**src/pkg/scd_regs.svh**
```systemverilog
// Pin encodings, field positions and counts of the command decoder.
// Assumes nothing; holds definitions only.
`ifndef SCD_REGS_SVH
`define SCD_REGS_SVH
// Command code {cs#, ras#, cas#, we#}.
`define SCD_ENC_ACT 4'h3
`define SCD_ENC_PRE 4'h2
`define SCD_ENC_WR 4'h4
`define SCD_ENC_RD 4'h5
`define SCD_ENC_MRS 4'h0
`define SCD_ENC_REF 4'h1
`define SCD_ENC_NOP 4'h7
`define SCD_ENC_ZQ 4'h6
// Address field positions.
`define SCD_COL_MSB 9
`define SCD_AP_BIT 10
`define SCD_BC_BIT 12
// Burst length field of mode register zero and its codes.
`define SCD_BL_MSB 1
`define SCD_BL_LSB 0
`define SCD_BL_FIXED8 2'h0
`define SCD_BL_OTF 2'h1
`define SCD_BL_FIXED4 2'h2
// Mode register selects on the bank address.
`define SCD_MR_ZERO 3'h0
`define SCD_MR_ONE 3'h1
`define SCD_MR_TWO 3'h2
// Beats per burst.
`define SCD_BEATS_FOUR 4'h4
`define SCD_BEATS_EIGHT 4'h8
// Clock cycles after reset before the pin samplers and delay flops hold real levels.
`define SCD_FILL_DONE 2'h3
`endif

```
**src/pkg/scd_pkg.sv**
```systemverilog
// Types shared by the command decoder.
// Assumes the encodings of scd_regs.svh.
package scd_pkg;
  typedef enum logic [3:0] {
    SCD_C_NONE = 4'h0,
    SCD_C_ACT = 4'h1,
    SCD_C_PRE = 4'h2,
    SCD_C_PREA = 4'h3,
    SCD_C_WR = 4'h4,
    SCD_C_RD = 4'h5,
    SCD_C_MRS = 4'h6,
    SCD_C_REF = 4'h7,
    SCD_C_ZQL = 4'h8,
    SCD_C_ZQS = 4'h9
  } scd_cmd_t;
  typedef enum logic [1:0] {
    SCD_P_RUN = 2'h0,
    SCD_P_PDN = 2'h1,
    SCD_P_SREF = 2'h2
  } scd_pwr_t;
endpackage : scd_pkg

```
**src/logic/scd_decoder.sv**
```systemverilog
// Command decoder and pin control of a sixteen-bit eight-bank DDR memory.
// Assumes the memory clock and data strobe are far slower than clk_i, so the
// two-flop samplers see every level; pins are stable around clock edges.
// Summary of operation
// - Sixteen data lines move on both strobe edges.
// - Masked byte discarded, unmasked byte stored.
// - Lower and upper masks gate own lanes.
// - Registered termination input enables lane termination.
// - Termination input ignored when both fields disabled.
// - Reset pin low asynchronously holds reset.
// - Write decode, auto precharge, fixed burst mode.
// - On-the-fly chop bit selects four or eight.
// - Read decode, same precharge and chop.
// - All strobes low: mode register set.
// - Clock enable change enters or exits low power.
// - Activate opens addressed bank with row.
// - Precharge one bank or all banks.
// - Chip select high means deselect.
// - Column from ten bits, row thirteen.
`timescale 1ns/100ps
`include "scd_regs.svh"
module scd_decoder #(
  parameter int ROW_W = 13,
  parameter int DQ_W = 16,
  parameter logic [12:0] RTT1_MASK = 13'h0244,
  parameter logic [12:0] RTT2_MASK = 13'h0600
) (
  input wire logic clk_i,
  input wire logic rst_i,
  input wire logic reset_n_i,
  input wire logic ck_i,
  input wire logic cke_i,
  input wire logic cs_n_i,
  input wire logic ras_n_i,
  input wire logic cas_n_i,
  input wire logic we_n_i,
  input wire logic [2:0] ba_i,
  input wire logic [ROW_W-1:0] addr_i,
  input wire logic odt_i,
  input wire logic lower_byte_mask_i,
  input wire logic upper_byte_mask_i,
  input wire logic dqs_i,
  output logic dqs_o,
  output logic dqs_oe_o,
  input wire logic [DQ_W-1:0] dq_i,
  output logic [DQ_W-1:0] dq_o,
  output logic dq_oe_o,
  output logic term_on_o,
  output scd_pkg::scd_cmd_t cmd_o,
  output logic cmd_valid_o,
  output logic [2:0] cmd_bank_o,
  output logic [ROW_W-1:0] cmd_addr_o,
  output logic cmd_chop_o,
  output logic [7:0] bank_open_o,
  output scd_pkg::scd_pwr_t pwr_o,
  output logic [DQ_W-1:0] wr_data_o,
  output logic [1:0] wr_byte_en_o,
  output logic wr_valid_o,
  input wire logic [DQ_W-1:0] rd_data_i,
  input wire logic rd_valid_i,
  output logic rd_ready_o
);
  localparam int SW = 13 + ROW_W + DQ_W;

  // ***************************************************************
  // Reset and pin sampling
  // ***************************************************************
  // The reset pin acts without the clock, as the memory's own reset does.
  logic arst;
  assign arst = rst_i | ~reset_n_i;

  logic [SW-1:0] pin_s1_reg, pin_s2_reg;
  logic ck_d_reg, dqs_d_reg;
  logic [1:0] fill_reg;
  always_ff @(posedge clk_i or posedge arst) begin
    if (arst) begin
      pin_s1_reg <= '0;
      pin_s2_reg <= '0;
    end else begin
      pin_s1_reg <= {ck_i, dqs_i, cke_i, cs_n_i, ras_n_i, cas_n_i, we_n_i, odt_i,
                     lower_byte_mask_i, upper_byte_mask_i, ba_i, addr_i, dq_i};
      pin_s2_reg <= pin_s1_reg;
    end
  end
  logic ck_s, dqs_s, cke_s, odt_s, ldm_s, udm_s;
  logic [3:0] enc_s;
  logic [2:0] ba_s;
  logic [ROW_W-1:0] addr_s;
  logic [DQ_W-1:0] dq_s;
  assign {ck_s, dqs_s, cke_s, enc_s, odt_s, ldm_s, udm_s, ba_s, addr_s, dq_s} =
         pin_s2_reg;

  always_ff @(posedge clk_i or posedge arst) begin
    if (arst) begin
      ck_d_reg <= 1'b0;
      dqs_d_reg <= 1'b0;
      fill_reg <= 2'h0;
    end else begin
      ck_d_reg <= ck_s;
      dqs_d_reg <= dqs_s;
      if (fill_reg != `SCD_FILL_DONE) begin
        fill_reg <= fill_reg + 2'h1;
      end
    end
  end
  // Edges count only once samplers and delay flops hold real pin levels, so a
  // pin that is high at reset release does not look like an edge.
  logic primed;
  assign primed = (fill_reg == `SCD_FILL_DONE);
  logic ck_rise, ck_edge, dqs_edge;
  assign ck_rise = primed & ck_s & ~ck_d_reg;
  assign ck_edge = primed & (ck_s ^ ck_d_reg);
  assign dqs_edge = primed & (dqs_s ^ dqs_d_reg);

  // ***************************************************************
  // Command decode
  // ***************************************************************
  logic cke_prev_reg;
  logic [1:0] bl_mode_reg;
  logic rtt1_on_reg, rtt2_on_reg;
  scd_pkg::scd_pwr_t pwr_reg;
  scd_pkg::scd_cmd_t dec;
  logic run, chop;
  assign run = cke_prev_reg & cke_s;

  always_comb begin
    dec = scd_pkg::SCD_C_NONE;
    if (run && !enc_s[3]) begin
      case (enc_s)
        `SCD_ENC_ACT: dec = scd_pkg::SCD_C_ACT;
        `SCD_ENC_PRE: dec = addr_s[`SCD_AP_BIT] ? scd_pkg::SCD_C_PREA
                                                : scd_pkg::SCD_C_PRE;
        `SCD_ENC_WR: dec = scd_pkg::SCD_C_WR;
        `SCD_ENC_RD: dec = scd_pkg::SCD_C_RD;
        `SCD_ENC_MRS: dec = scd_pkg::SCD_C_MRS;
        `SCD_ENC_REF: dec = scd_pkg::SCD_C_REF;
        `SCD_ENC_ZQ: dec = addr_s[`SCD_AP_BIT] ? scd_pkg::SCD_C_ZQL
                                               : scd_pkg::SCD_C_ZQS;
        default: dec = scd_pkg::SCD_C_NONE;
      endcase
    end
  end

  // Fixed modes ignore the chop bit; on the fly a low bit chops.
  assign chop = (bl_mode_reg == `SCD_BL_FIXED4) ||
                ((bl_mode_reg == `SCD_BL_OTF) && !addr_s[`SCD_BC_BIT]);

  // Mode set and calibration are only taken while every bank is idle.
  logic idle_ok, take;
  assign idle_ok = (bank_open_o == 8'h00);
  assign take = ck_rise && dec != scd_pkg::SCD_C_NONE &&
                !((dec == scd_pkg::SCD_C_MRS || dec == scd_pkg::SCD_C_ZQL ||
                   dec == scd_pkg::SCD_C_ZQS) && !idle_ok);

  always_ff @(posedge clk_i or posedge arst) begin
    if (arst) begin
      cmd_o <= scd_pkg::SCD_C_NONE;
      cmd_valid_o <= 1'b0;
      cmd_bank_o <= 3'h0;
      cmd_addr_o <= '0;
      cmd_chop_o <= 1'b0;
    end else begin
      cmd_valid_o <= take;
      if (take) begin
        cmd_o <= dec;
        cmd_bank_o <= ba_s;
        cmd_chop_o <= chop;
        if (dec == scd_pkg::SCD_C_WR || dec == scd_pkg::SCD_C_RD) begin
          cmd_addr_o <= '0;
          cmd_addr_o[`SCD_COL_MSB:0] <= addr_s[`SCD_COL_MSB:0];
          cmd_addr_o[`SCD_AP_BIT] <= addr_s[`SCD_AP_BIT];
        end else begin
          cmd_addr_o <= addr_s;
        end
      end
    end
  end

  // Bank state is kept for the consumer; the controller keeps the order.
  always_ff @(posedge clk_i or posedge arst) begin
    if (arst) begin
      bank_open_o <= 8'h00;
    end else if (take) begin
      case (dec)
        scd_pkg::SCD_C_ACT: bank_open_o[ba_s] <= 1'b1;
        scd_pkg::SCD_C_PRE: bank_open_o[ba_s] <= 1'b0;
        scd_pkg::SCD_C_PREA: bank_open_o <= 8'h00;
        scd_pkg::SCD_C_WR, scd_pkg::SCD_C_RD: begin
          if (addr_s[`SCD_AP_BIT]) begin
            bank_open_o[ba_s] <= 1'b0;
          end
        end
        default: bank_open_o <= bank_open_o;
      endcase
    end
  end

  always_ff @(posedge clk_i or posedge arst) begin
    if (arst) begin
      bl_mode_reg <= `SCD_BL_FIXED8;
      rtt1_on_reg <= 1'b0;
      rtt2_on_reg <= 1'b0;
    end else if (take && dec == scd_pkg::SCD_C_MRS) begin
      case (ba_s)
        `SCD_MR_ZERO: bl_mode_reg <= addr_s[`SCD_BL_MSB:`SCD_BL_LSB];
        `SCD_MR_ONE: rtt1_on_reg <= |(addr_s & RTT1_MASK);
        `SCD_MR_TWO: rtt2_on_reg <= |(addr_s & RTT2_MASK);
        default: bl_mode_reg <= bl_mode_reg;
      endcase
    end
  end

  // ***************************************************************
  // Power states and termination
  // ***************************************************************
  always_ff @(posedge clk_i or posedge arst) begin
    if (arst) begin
      cke_prev_reg <= 1'b0;
      pwr_reg <= scd_pkg::SCD_P_RUN;
    end else if (ck_rise) begin
      cke_prev_reg <= cke_s;
      if (cke_prev_reg && !cke_s) begin
        pwr_reg <= (!enc_s[3] && enc_s == `SCD_ENC_REF) ? scd_pkg::SCD_P_SREF
                                                        : scd_pkg::SCD_P_PDN;
      end else if (!cke_prev_reg && cke_s) begin
        pwr_reg <= scd_pkg::SCD_P_RUN;
      end
    end
  end
  assign pwr_o = pwr_reg;

  // Disabling both fields drops termination at once, not at the next clock rise.
  always_ff @(posedge clk_i or posedge arst) begin
    if (arst) begin
      term_on_o <= 1'b0;
    end else if (!rtt1_on_reg && !rtt2_on_reg) begin
      term_on_o <= 1'b0;
    end else if (ck_rise) begin
      term_on_o <= odt_s;
    end
  end

  // ***************************************************************
  // Data bursts
  // ***************************************************************
  logic [3:0] wr_left_reg, rd_left_reg;
  logic [3:0] beats;
  assign beats = chop ? `SCD_BEATS_FOUR : `SCD_BEATS_EIGHT;

  always_ff @(posedge clk_i or posedge arst) begin
    if (arst) begin
      wr_left_reg <= 4'h0;
      wr_valid_o <= 1'b0;
      wr_data_o <= '0;
      wr_byte_en_o <= 2'h0;
    end else begin
      wr_valid_o <= 1'b0;
      if (take && dec == scd_pkg::SCD_C_WR) begin
        wr_left_reg <= beats;
      end else if (wr_left_reg != 4'h0 && dqs_edge) begin
        wr_left_reg <= wr_left_reg - 4'h1;
        wr_valid_o <= 1'b1;
        wr_data_o <= dq_s;
        wr_byte_en_o <= {~udm_s, ~ldm_s};
      end
    end
  end

  // Two-entry read buffer: the user may run ahead by two words.
  logic [DQ_W-1:0] buf_reg [2];
  logic [1:0] cnt_reg;
  logic wp_reg, rp_reg, pop;
  assign rd_ready_o = (cnt_reg != 2'h2);
  assign pop = (rd_left_reg != 4'h0) && ck_edge && (cnt_reg != 2'h0);

  always_ff @(posedge clk_i or posedge arst) begin
    if (arst) begin
      buf_reg[0] <= '0;
      buf_reg[1] <= '0;
      wp_reg <= 1'b0;
      rp_reg <= 1'b0;
      cnt_reg <= 2'h0;
    end else begin
      if (rd_valid_i && rd_ready_o) begin
        buf_reg[wp_reg] <= rd_data_i;
        wp_reg <= ~wp_reg;
      end
      if (pop) begin
        rp_reg <= ~rp_reg;
      end
      cnt_reg <= cnt_reg + {1'b0, rd_valid_i && rd_ready_o} - {1'b0, pop};
    end
  end

  // An empty buffer stalls the burst rather than sending stale data.
  always_ff @(posedge clk_i or posedge arst) begin
    if (arst) begin
      rd_left_reg <= 4'h0;
      dq_o <= '0;
      dq_oe_o <= 1'b0;
      dqs_o <= 1'b0;
      dqs_oe_o <= 1'b0;
    end else begin
      if (take && dec == scd_pkg::SCD_C_RD) begin
        rd_left_reg <= beats;
        dqs_o <= 1'b0;
      end else if (pop) begin
        rd_left_reg <= rd_left_reg - 4'h1;
        dq_o <= buf_reg[rp_reg];
        dqs_o <= ~dqs_o;
      end
      dq_oe_o <= (rd_left_reg != 4'h0);
      dqs_oe_o <= (rd_left_reg != 4'h0);
    end
  end

  // ***************************************************************
  // Checks
  // ***************************************************************
  a_deselect_quiet: assert property (@(posedge clk_i) disable iff (arst)
    (ck_rise && enc_s[3]) |=> !cmd_valid_o) else $error("deselect decoded");
  a_mask_lanes: assert property (@(posedge clk_i) disable iff (arst)
    (wr_left_reg != 4'h0 && dqs_edge && !(take && dec == scd_pkg::SCD_C_WR))
    |=> wr_valid_o && wr_byte_en_o == {~$past(udm_s), ~$past(ldm_s)})
    else $error("mask lanes wrong");
  a_term_gate: assert property (@(posedge clk_i) disable iff (arst)
    !rtt1_on_reg && !rtt2_on_reg && $past(!rtt1_on_reg && !rtt2_on_reg) |-> !term_on_o)
    else $error("termination not gated");
  a_term_follow: assert property (@(posedge clk_i) disable iff (arst)
    (ck_rise && odt_s && rtt1_on_reg) |=> term_on_o) else $error("termination off");
  a_burst_len: assert property (@(posedge clk_i) disable iff (arst)
    (take && dec == scd_pkg::SCD_C_WR && bl_mode_reg == `SCD_BL_OTF)
    |=> wr_left_reg == ($past(addr_s[`SCD_BC_BIT]) ? `SCD_BEATS_EIGHT : `SCD_BEATS_FOUR))
    else $error("burst length wrong");
  a_fixed_len: assert property (@(posedge clk_i) disable iff (arst)
    (take && bl_mode_reg == `SCD_BL_FIXED8) |=> !cmd_chop_o) else $error("fixed chopped");
  a_act_open: assert property (@(posedge clk_i) disable iff (arst)
    (take && dec == scd_pkg::SCD_C_ACT) |=> bank_open_o[$past(ba_s)])
    else $error("bank not opened");
  a_prea_close: assert property (@(posedge clk_i) disable iff (arst)
    (take && dec == scd_pkg::SCD_C_PREA) |=> bank_open_o == 8'h00 ##1 cmd_o == scd_pkg::SCD_C_PREA)
    else $error("all banks not closed");
  a_sref_entry: assert property (@(posedge clk_i) disable iff (arst)
    (ck_rise && cke_prev_reg && !cke_s && enc_s == `SCD_ENC_REF)
    |=> pwr_o == scd_pkg::SCD_P_SREF) else $error("self refresh missed");
  a_mrs_idle: assert property (@(posedge clk_i) disable iff (arst)
    (cmd_valid_o && cmd_o == scd_pkg::SCD_C_MRS) |-> $past(idle_ok))
    else $error("mode set while active");
endmodule : scd_decoder

```
**config.mk**
```make
export PLATFORM = sky130hd
export DESIGN_NAME = scd_decoder
export DESIGN_NICKNAME = d
export VERILOG_FILES = /design/src/pkg/scd_pkg.sv /design/src/logic/scd_decoder.sv
export VERILOG_INCLUDE_DIRS = /design/src /design/src/pkg
export SDC_FILE = /design/constraint.sdc
export NUM_CORES = 1
export LEC_CHECK = 0
export ABC_AREA = 1
export BUFFER_PORTS_ARGS = -buffer_cell sky130_fd_sc_hd__buf_2
export CELL_PAD_IN_SITES_DETAIL_PLACEMENT = 2
export CELL_PAD_IN_SITES_GLOBAL_PLACEMENT = 2
export CORE_ASPECT_RATIO = 1.75
export CORE_UTILIZATION = 41
export CTS_BUF_LIST = sky130_fd_sc_hd__clkbuf_4
export DETAILED_ROUTE_END_ITERATION = 16
export PLACE_DENSITY = 0.86
export SYNTH_ARGS = -nofsm -noshare
export SYNTH_HDL_FRONTEND = slang
export SYNTH_SLANG_ARGS = --single-unit
```
**constraint.sdc**
```tcl
create_clock -name clk_i -period 26.6 [get_ports clk_i]
set_input_delay 2.66 -clock clk_i [delete_from_list [all_inputs] [get_ports clk_i]]
set_output_delay 2.66 -clock clk_i [all_outputs]
set_load 0.03 [all_outputs]
```
==> results of run 1 <==
==> cell usage in the layout, fill, tap and decap left out, types with 5 or more instances in the layout <==
master,n
dfrtp_1,207
nand2_1,190
buf_2,133
clkbuf_4,73
o21ai_0,50
inv_1,46
nand3_1,25
o21ai_2,19
nand2_2,16
mux2_2,16
o21ai_1,12
nor3_1,10
nand3b_1,9
ha_1,9
nor2_2,7
xnor2_1,6
nand4_1,6
nor2_1,5
inv_2,5
a21oi_1,5
clkinv_1,5
==> per-layer routing <==
| layer | share of wire (%) | vias to the layer above | track usage, % |
|---|---|---|---|
| met2 | 57 | 141 | 42.0 |
| met3 | 4.4 | 44 | 4.60 |
| met5 | 0.064 | - | 0 |
| li1 | - | 2560 | - |
| met1 | 35 | 2789 | 22.0 |
| met4 | 3.0 | 2 | 10.3 |
==> kinds of logic (layout without fill, tap and decap cells) <==
| logic type | after synthesis | count (layout) | synth area share, % |
|---|---|---|---|
| fa+ha+maj | 9 | 9 | 1.44 |
| other cells | 0 | 2 | 0 |
| compound gates | 91 | 91 | 7.27 |
| simple gates | 282 | 282 | 16.9 |
| buf+inv | 73 | 269 | 4.60 |
| xor+xnor | 8 | 8 | 0.898 |
| mux | 17 | 17 | 2.44 |
| flops | 207 | 207 | 66.4 |
==> report_power, final <==
part / leakage, nW / switching (W) / internal (W)
Combinational: 1.86 / 0.000199 / 0.0000956
Clock: 0.352 / 0.000120 / 0.000124
Sequential: 2.60 / 0.0000482 / 0.000386
Total: 4.82 / 0.000367 / 0.000606
==> synth_stat cells, drive strengths merged <==
library cell  count  area share [%]
nor2             14            0.96
nand2           210              11
a31oi             1           0.080
ha                9             1.4
nor4              3            0.43
dfrtp           207              66
xnor2             6            0.67
nand4             6            0.48
a211oi            1            0.26
nor3             10            0.64
nand3b           10             1.0
o22ai             1           0.080
mux2             16             2.3
clkbuf            7            0.35
buf              12             1.6
nand3            28             2.2
xor2              2            0.22
clkinv            1           0.064
a21oi             6            0.53
o21ai            82             6.3
inv              53             2.6
mux2i             1            0.13
nor3b             1           0.096
==> final cells by class <==
class,count,area (um^2)
Antenna cell,2,5.00
Clock buffer,73,548
Clock inverter,8,36.3
Fill cell,1922,9350
Inverter,54,209
Multi-Input combinational cell,407,2270
Sequential cell,207,5180
Tap cell,238,298
Timing Repair Buffer,134,686
==> worst paths after layout <==
kind                                  end  slack, ps            from  cells past startpoint
min in group asynchronous  pin_s1_reg[30]       2220       reset_n_i                      3
max reg2reg                bank_open_o[4]      24150     fill_reg[0]                      8
max                            rd_ready_o      22550      cnt_reg[1]                      2
min reg2reg                pin_s2_reg[26]        340  pin_s1_reg[26]                      0
max in group asynchronous   cmd_addr_o[2]      22880           rst_i                      3
min                        pin_s2_reg[26]        340  pin_s1_reg[26]                      0
==> worst max-delay path, stage by stage (launching register included) <==
cell and delay [ps]:
dfrtp_1 410, nand2_1 140, buf_2 220
==> metrics by stage <==
step	instances	setup WS (ps)	hold slack, ps	utilization, %
6_report	1123	22550	341	49.7
5_1_grt	1122	22440	348	49.7
4_1_cts	1121	22490	344	49.7
3_5_place_dp	1040	22230	336	46.5
3_3_place_gp	1040	22330	333	46.5
2_1_floorplan	687	11460	331	-
==> metrics.cfg, run 1 <==
[min_path]
hold_path.class = reg2reg

[logic_synthesis]
synth_fp_nets = 758
syn_area_um2 = 7800
ys_types = 42
syn_avg_cell_area_um2 = 11.4
ys_seq_area_share_pct = 66.4
synthCells = 687
yosysWarnings = 0
ys_ff_latch = 207

[sta]
fmax_mhz = 247
fin_tns_setup_ps = 0
slew-limit-headroom_pct = 26.4
drv_slew = 0
hold_viol = 0
finalSetupViolCount = 0
period_share_pct = 15.2
worst_slew_pin_slew_ps = 1100
rsz0062_at_grt = no
fin_worst_skew_ps = 28.7
post-route-min-period_ps = 4050

[global_routing]
grt_pass1_wl_um = 33100
grt_overflow = 0
grt_start_max_net_pins = 184
antenna_found_initial = 2
track_usage_pct = 21.9
grt_pass1_vias = 6594

[placement]
dp_hpwl_um = 13800
port_buffers = 133
place.gp.congestion = 0.790
place_area_um2 = 8640

[floorplan]
core-area_um2 = 18600
die_area_um2 = 19600
die_h_um = 184
rows = 66
die_w_um = 106
num_io_pins = 134
start_util_pct = 42.0

[clock_tree]
cts_resized = 0
cts_num_sinks = 207
post-cts-setup-buffers = 0
clock_path_buffers = 3
cts_made_buffers = 48
cts_max_level = 2
root_buffer = clkbuf_4
cts_tree = built
path_clk_slew_ps = 70
ctsHoldBuffers = 0
clk_latency_ps = 640

[run_status]
run_status = finished, final reports clean

[routing]
via_count = 5536
wire_per_inst_um = 18.0
drc = 0
firstDrtPassIters = 4
drt-total-wl_um = 20200
ant_nets = 0
viasPerCell = 4.93
drtIter0Drc = 134

[setup_path]
critPathLaunchType = flop
worstSetupPathType = reg2out
arrival_ps = 1390
cp_data_required_time_ps = 23940
worst-path-max-fanout = 3
endpoint_kind = primary output

[power_and_ir_drop]
peakVddDrop_uv = 61.1
power.total_w = 0.000974
pwr_density_cell_nw_per_um2 = 105
p_leak_nw = 4.82

[final_layout]
fin_area_um2 = 9230
syn2layout_area_growth_pct = 18.4
final_layout_size_suffix_gt1_share_pct = 32.8
nets = 923

[run]
max-cap-violations = 0

Power figures use the tool's default switching activity.
==> run 2: changes to the inputs <==
--- a/config.mk
+++ b/config.mk
@@ -11,10 +11,10 @@
 export CELL_PAD_IN_SITES_DETAIL_PLACEMENT = 2
 export CELL_PAD_IN_SITES_GLOBAL_PLACEMENT = 2
 export CORE_ASPECT_RATIO = 1.75
-export CORE_UTILIZATION = 41
+export CORE_UTILIZATION = 34
 export CTS_BUF_LIST = sky130_fd_sc_hd__clkbuf_4
 export DETAILED_ROUTE_END_ITERATION = 16
-export PLACE_DENSITY = 0.86
+export PLACE_DENSITY = 0.76
 export SYNTH_ARGS = -nofsm -noshare
 export SYNTH_HDL_FRONTEND = slang
 export SYNTH_SLANG_ARGS = --single-unit
==> constraint.sdc (replaced) <==
create_clock -name clk_i -period 3.6 [get_ports clk_i]
set_input_delay 0.36 -clock clk_i [delete_from_list [all_inputs] [get_ports clk_i]]
set_output_delay 0.36 -clock clk_i [all_outputs]
set_load 0.03 [all_outputs]
==> metrics.cfg, run 2 (synthesis results as in run 1) <==
[setup_path]
critical_path_depth = 8
crit_buf_inv = 1
endpoint_kind = flop
worst-path-max-fanout = 36
critPathLaunchType = flop
critical_path.most_common_cell = nand2_1
reg2reg_slack_ps = 1120
path_cells = ha_1 > nand3b_2 > a211oi_4 > nand2_4 > inv_4 > nand2_2 > nand2_1 > nand2_1
crit_path_end = bank_open_o[7]
regToRegStartpoint = fill_reg[1]
worstRegToRegCells = 8
slowest_stage = a211oi_4
max_stage_delay_ps = 420
arrival_ps = 3040
cp-startpoint = fill_reg[1]
r2r-end = bank_open_o[7]
critical-path-top-delay-family = simple AND/OR/NAND/NOR gates
cp_data_required_time_ps = 4160
worstSetupPathType = reg2reg

[clock_tree]
cts_num_sinks = 207
cts_tree = built
path_clk_slew_ps = 80
cts_resized = 0
clk_latency_ps = 700
clock_path_buffers = 3
cts_made_buffers = 51
post-cts-setup-buffers = 0
root_buffer = clkbuf_4
cts_max_level = 2

[sta]
slew-limit-headroom_pct = 27.8
timing.final.ws_setup_ps = 1120
worst_slew_pin_slew_ps = 1080
post-route-min-period_ps = 2480
finalSetupViolCount = 0
period_share_pct = 68.8
hold_viol = 0
drv_slew = 0
rsz0062_at_grt = no
fin_worst_skew_ps = 50.6
fmax_mhz = 404

[routing]
via_count = 5892
drc = 0
met3_length_um = 947
wl_met1_um = 7430
maxUsedRoutingLayer = met4
ant_nets = 0
firstDrtPassIters = 4
wire_per_inst_um = 17.8
drt-total-wl_um = 22300
met2_length_um = 12900
viasPerCell = 4.71
drtIter0Drc = 162

[min_path]
hold_path.class = in2async

[global_routing]
antenna_found_initial = 1
grt_pass1_wl_um = 35800
grt_start_max_net_pins = 55
grt_pass1_vias = 6887
track_usage_pct = 20.1
grt_overflow = 0

[power_and_ir_drop]
peakVddDrop_uv = 413
p_leak_nw = 5.12
pwr_density_cell_nw_per_um2 = 738

[run]
max-cap-violations = 0

[floorplan]
num_io_pins = 134
die_w_um = 116
core-area_um2 = 22700
start_util_pct = 34.4
die_area_um2 = 23600
die_h_um = 202
rows = 73

[placement]
place.gp.congestion = 0.736
port_buffers = 133
dp_hpwl_um = 14100
dpl_worst_slack_ps = 1130

[final_layout]
syn2layout_area_growth_pct = 28.6
layout.cells.most_common_list = dfrtp_1 (207), nand2_1 (190), buf_2 (133)
final_layout_size_suffix_gt1_share_pct = 30.8
fin_util_pct = 44.3
nets = 992
layout.cells.most_common = dfrtp_1

[run_status]
run_status = finished, final reports clean

## run 2: routing by layer
| layer | GRT usage (%) | up-vias |
|---|---|---|
| met5 | 0 | - |
| met4 | 11.5 | 0 |
| met3 | 4.26 | 72 |
| met2 | 38.4 | 152 |
| met1 | 19.0 | 2976 |
| li1 | - | 2692 |
## run 2: worst min path at each step
stage / startpoint / to / slack, ps / depth (start not counted)
2_1_floorplan: pin_s1_reg[0] / pin_s2_reg[0] / 330 / 0
3_3_place_gp: pin_s1_reg[5] / pin_s2_reg[5] / 330 / 0
3_5_place_dp: pin_s1_reg[27] / pin_s2_reg[27] / 340 / 0
4_1_cts: reset_n_i / pin_s2_reg[3] / 30 / 4
5_1_grt: reset_n_i / pin_s2_reg[3] / 60 / 4
6_report: reset_n_i / fill_reg[1] / 60 / 4
## run 2: timing repair
action | 4_1_cts | 5_1_grt
hold endpoints to repair | 88 | 0
hold buffers | 61 | 0
endpoints found under the setup margin | 0 | 0
## run 2: final cells by class
class                   instances  area (um^2)
fillers                      2401        12600
flip-flops and latches        207         5180
multi-input cells             407         2270
repair buffers                200         1360
clock buffers                  68          510
well taps                     300          375
inverters                      54          221
clock inverters                15          113
diodes                          1         2.50
## run 2: metrics by stage
step | setup TNS (ps) | total power (W) | hold slack (ps) | instances | instance area, um^2
floorplan | -180300 | 0.00477 | 331 | 687 | 7820
global placement | 0 | 0.00527 | 332 | 1107 | 8790
detailed placement | 0 | 0.00540 | 336 | 1107 | 8790
CTS | 0 | 0.00750 | 26.5 | 1251 | 10000
global route | 0 | 0.00788 | 62.7 | 1252 | 10000
finish | 0 | 0.00740 | 63.9 | 1252 | 10000
## run 2: power by group
part           total (W)  switching [W]  internal [W]
registers        0.00320       0.000347       0.00285
clock network    0.00199       0.000977       0.00101
logic            0.00221        0.00146      0.000756
total            0.00740        0.00278       0.00462
## run 2: worst register-to-register path, cell delays in order (launching register included)
cell      delay (ps)
dfrtp_1          370
ha_1             240
nand3b_2         220
a211oi_4         420
nand2_4          330
inv_4            350
nand2_2          200
nand2_1          140
nand2_1           70
==> run 3: changes to the inputs <==
==> constraint.sdc (replaced) <==
create_clock -name clk_i -period 2.23 [get_ports clk_i]
set_input_delay 0.223 -clock clk_i [delete_from_list [all_inputs] [get_ports clk_i]]
set_output_delay 0.223 -clock clk_i [all_outputs]
set_load 0.03 [all_outputs]
==> metrics.cfg, run 3 (synthesis results as in run 1) <==
[run_status]
run_status = finished, final reports clean

[clock_tree]
post-cts-setup-buffers = 0
cts_tree = built
cts_max_level = 2
cts_made_buffers = 51
clk_latency_ps = 680
cts_num_sinks = 207
root_buffer = clkbuf_4
path_clk_slew_ps = 70
clock_path_buffers = 3

[sta]
drv_slew = 0
rsz0062_at_grt = yes
hold_viol = 0
worst_slew_pin_slew_ps = 595
fmax_mhz = 481
timing.final.ws_setup_ps = 151
post-route-min-period_ps = 2080
fin_worst_skew_ps = 47.2
period_share_pct = 93.2
slew-limit-headroom_pct = 60.0
finalSetupViolCount = 0

[setup_path]
worstSetupPathType = reg2reg
r2r-end = dq_o[1]
worstRegToRegCells = 11
critPathLaunchType = flop
reg2reg_slack_ps = 150
worst-path-max-fanout = 10
cp_data_required_time_ps = 2750
cp-startpoint = cke_prev_reg
arrival_ps = 2600
regToRegStartpoint = cke_prev_reg
crit_path_end = dq_o[1]
endpoint_kind = flop

[power_and_ir_drop]
pwr_density_cell_nw_per_um2 = 1180
switching_share_pct = 37.8
peakVddDrop_uv = 611
p_switching_w = 0.00457
p_int_w = 0.00752
p_clk_share_pct = 26.2
p_seq_share_pct = 42.1
p_leak_nw = 5.24
power.total_w = 0.0121
combinationalPowerShare_pct = 31.7

[final_layout]
final_cells = 1276
final-seq-area_um2 = 5180
layout.cells.most_common = dfrtp_1
syn2layout_area_growth_pct = 31.3
fin_util_pct = 45.2
fill_cells = 2442
multi_input_comb_area_um2 = 2310
final_layout_size_suffix_gt1_share_pct = 32.8
nets = 1010
layout.cells.most_common_list = dfrtp_1 (207), nand2_1 (190), buf_2 (133)

[min_path]
whs_path_depth = 2
hold_path.class = in2reg

[placement]
place.gp.congestion = 0.749
port_buffers = 133
dp_hpwl_um = 14100
dpl.cell_count = 1122
dpl_worst_slack_ps = 85.5

[floorplan]
die_h_um = 202
num_io_pins = 134
die_w_um = 116
core-area_um2 = 22700
rows = 73
start_util_pct = 34.4
die_area_um2 = 23600

[routing]
viasPerCell = 4.67
ant_nets = 0
firstDrtPassIters = 4
drc = 0
via_count = 5957
drtIter0Drc = 142
wire_per_inst_um = 17.7
drt-total-wl_um = 22600

[run]
max-cap-violations = 0

[global_routing]
grt_overflow = 0
track_usage_pct = 20.4
grt_start_max_net_pins = 45
antenna_found_initial = 1
grt_pass1_vias = 6930
grt_pass1_wl_um = 36300

run 3: cell types whose count changed in the layout (fill, tap and decap cells not counted), sizes merged:
cell / delta
buf: +15
clkbuf: +11
clkinv: -4
bufinv: -2
nand2: +2
dlygate4sd3: +1
inv: +1
run 3: final cells by class:
type	instances	share of cell area, %
Multi-Input combinational cell	409	22.5
Clock buffer	79	5.79
Tap cell	300	3.66
Inverter	54	2.19
Antenna cell	1	0.0244
Sequential cell	207	50.6
Timing Repair Buffer	216	14.9
Clock inverter	10	0.379
run 3: critical path: stages (launching register included):
cell	delay, ps
dfrtp_1	400
ha_1	220
nand2_2	130
inv_2	70
nand3_1	160
inv_2	80
nand3_2	90
nand2_2	60
nand2_4	120
nand3_4	220
nand2_4	290
o21ai_2	100
run 3: how the worst min path moves through the flow:
stage | startpoint | to | slack (ps)
2_1_floorplan | dq_i[0] | pin_s1_reg[0] | 250
3_3_place_gp | lower_byte_mask_i | pin_s1_reg[33] | 330
3_5_place_dp | dq_i[4] | pin_s1_reg[4] | 330
4_1_cts | cs_n_i | pin_s1_reg[38] | 110
5_1_grt | ba_i[0] | pin_s1_reg[29] | 130
6_report | ba_i[0] | pin_s1_reg[29] | 200
run 3: repair_timing:
item | in CTS | in global routing
resized for setup | 0 | 6
hold buffers | 62 | 0
hold endpoints to repair | 84 | 0
endpoints found under the setup margin | 0 | 22
run 3: stage by stage:
stage	TNS, ps	hold slack (ps)	cell area, um^2
6_report	0	201	10200
2_1_floorplan	-435530	254	7820
3_5_place_dp	0	333	8940
3_3_place_gp	0	331	8940
4_1_cts	0	108	10200
5_1_grt	-8.61	135	10200
run 3: layer usage:
layer	track usage [%]	routed length [um]	part of all wire [%]
met5	0	0	0
met4	7.78	600	2.7
met3	4.56	938	4.2
met2	40.1	13400	59
met1	19.6	7690	34
run 3: power groups by stage:
stage / Clock [W] / Combinational (W) / Sequential (W)
after floorplan: 0 / 0.00195 / 0.00576
after global placement: 0 / 0.00350 / 0.00510
after detailed placement: 0 / 0.00364 / 0.00514
after CTS: 0.00326 / 0.00376 / 0.00508
after global routing: 0.00349 / 0.00423 / 0.00519
final: 0.00316 / 0.00384 / 0.00509
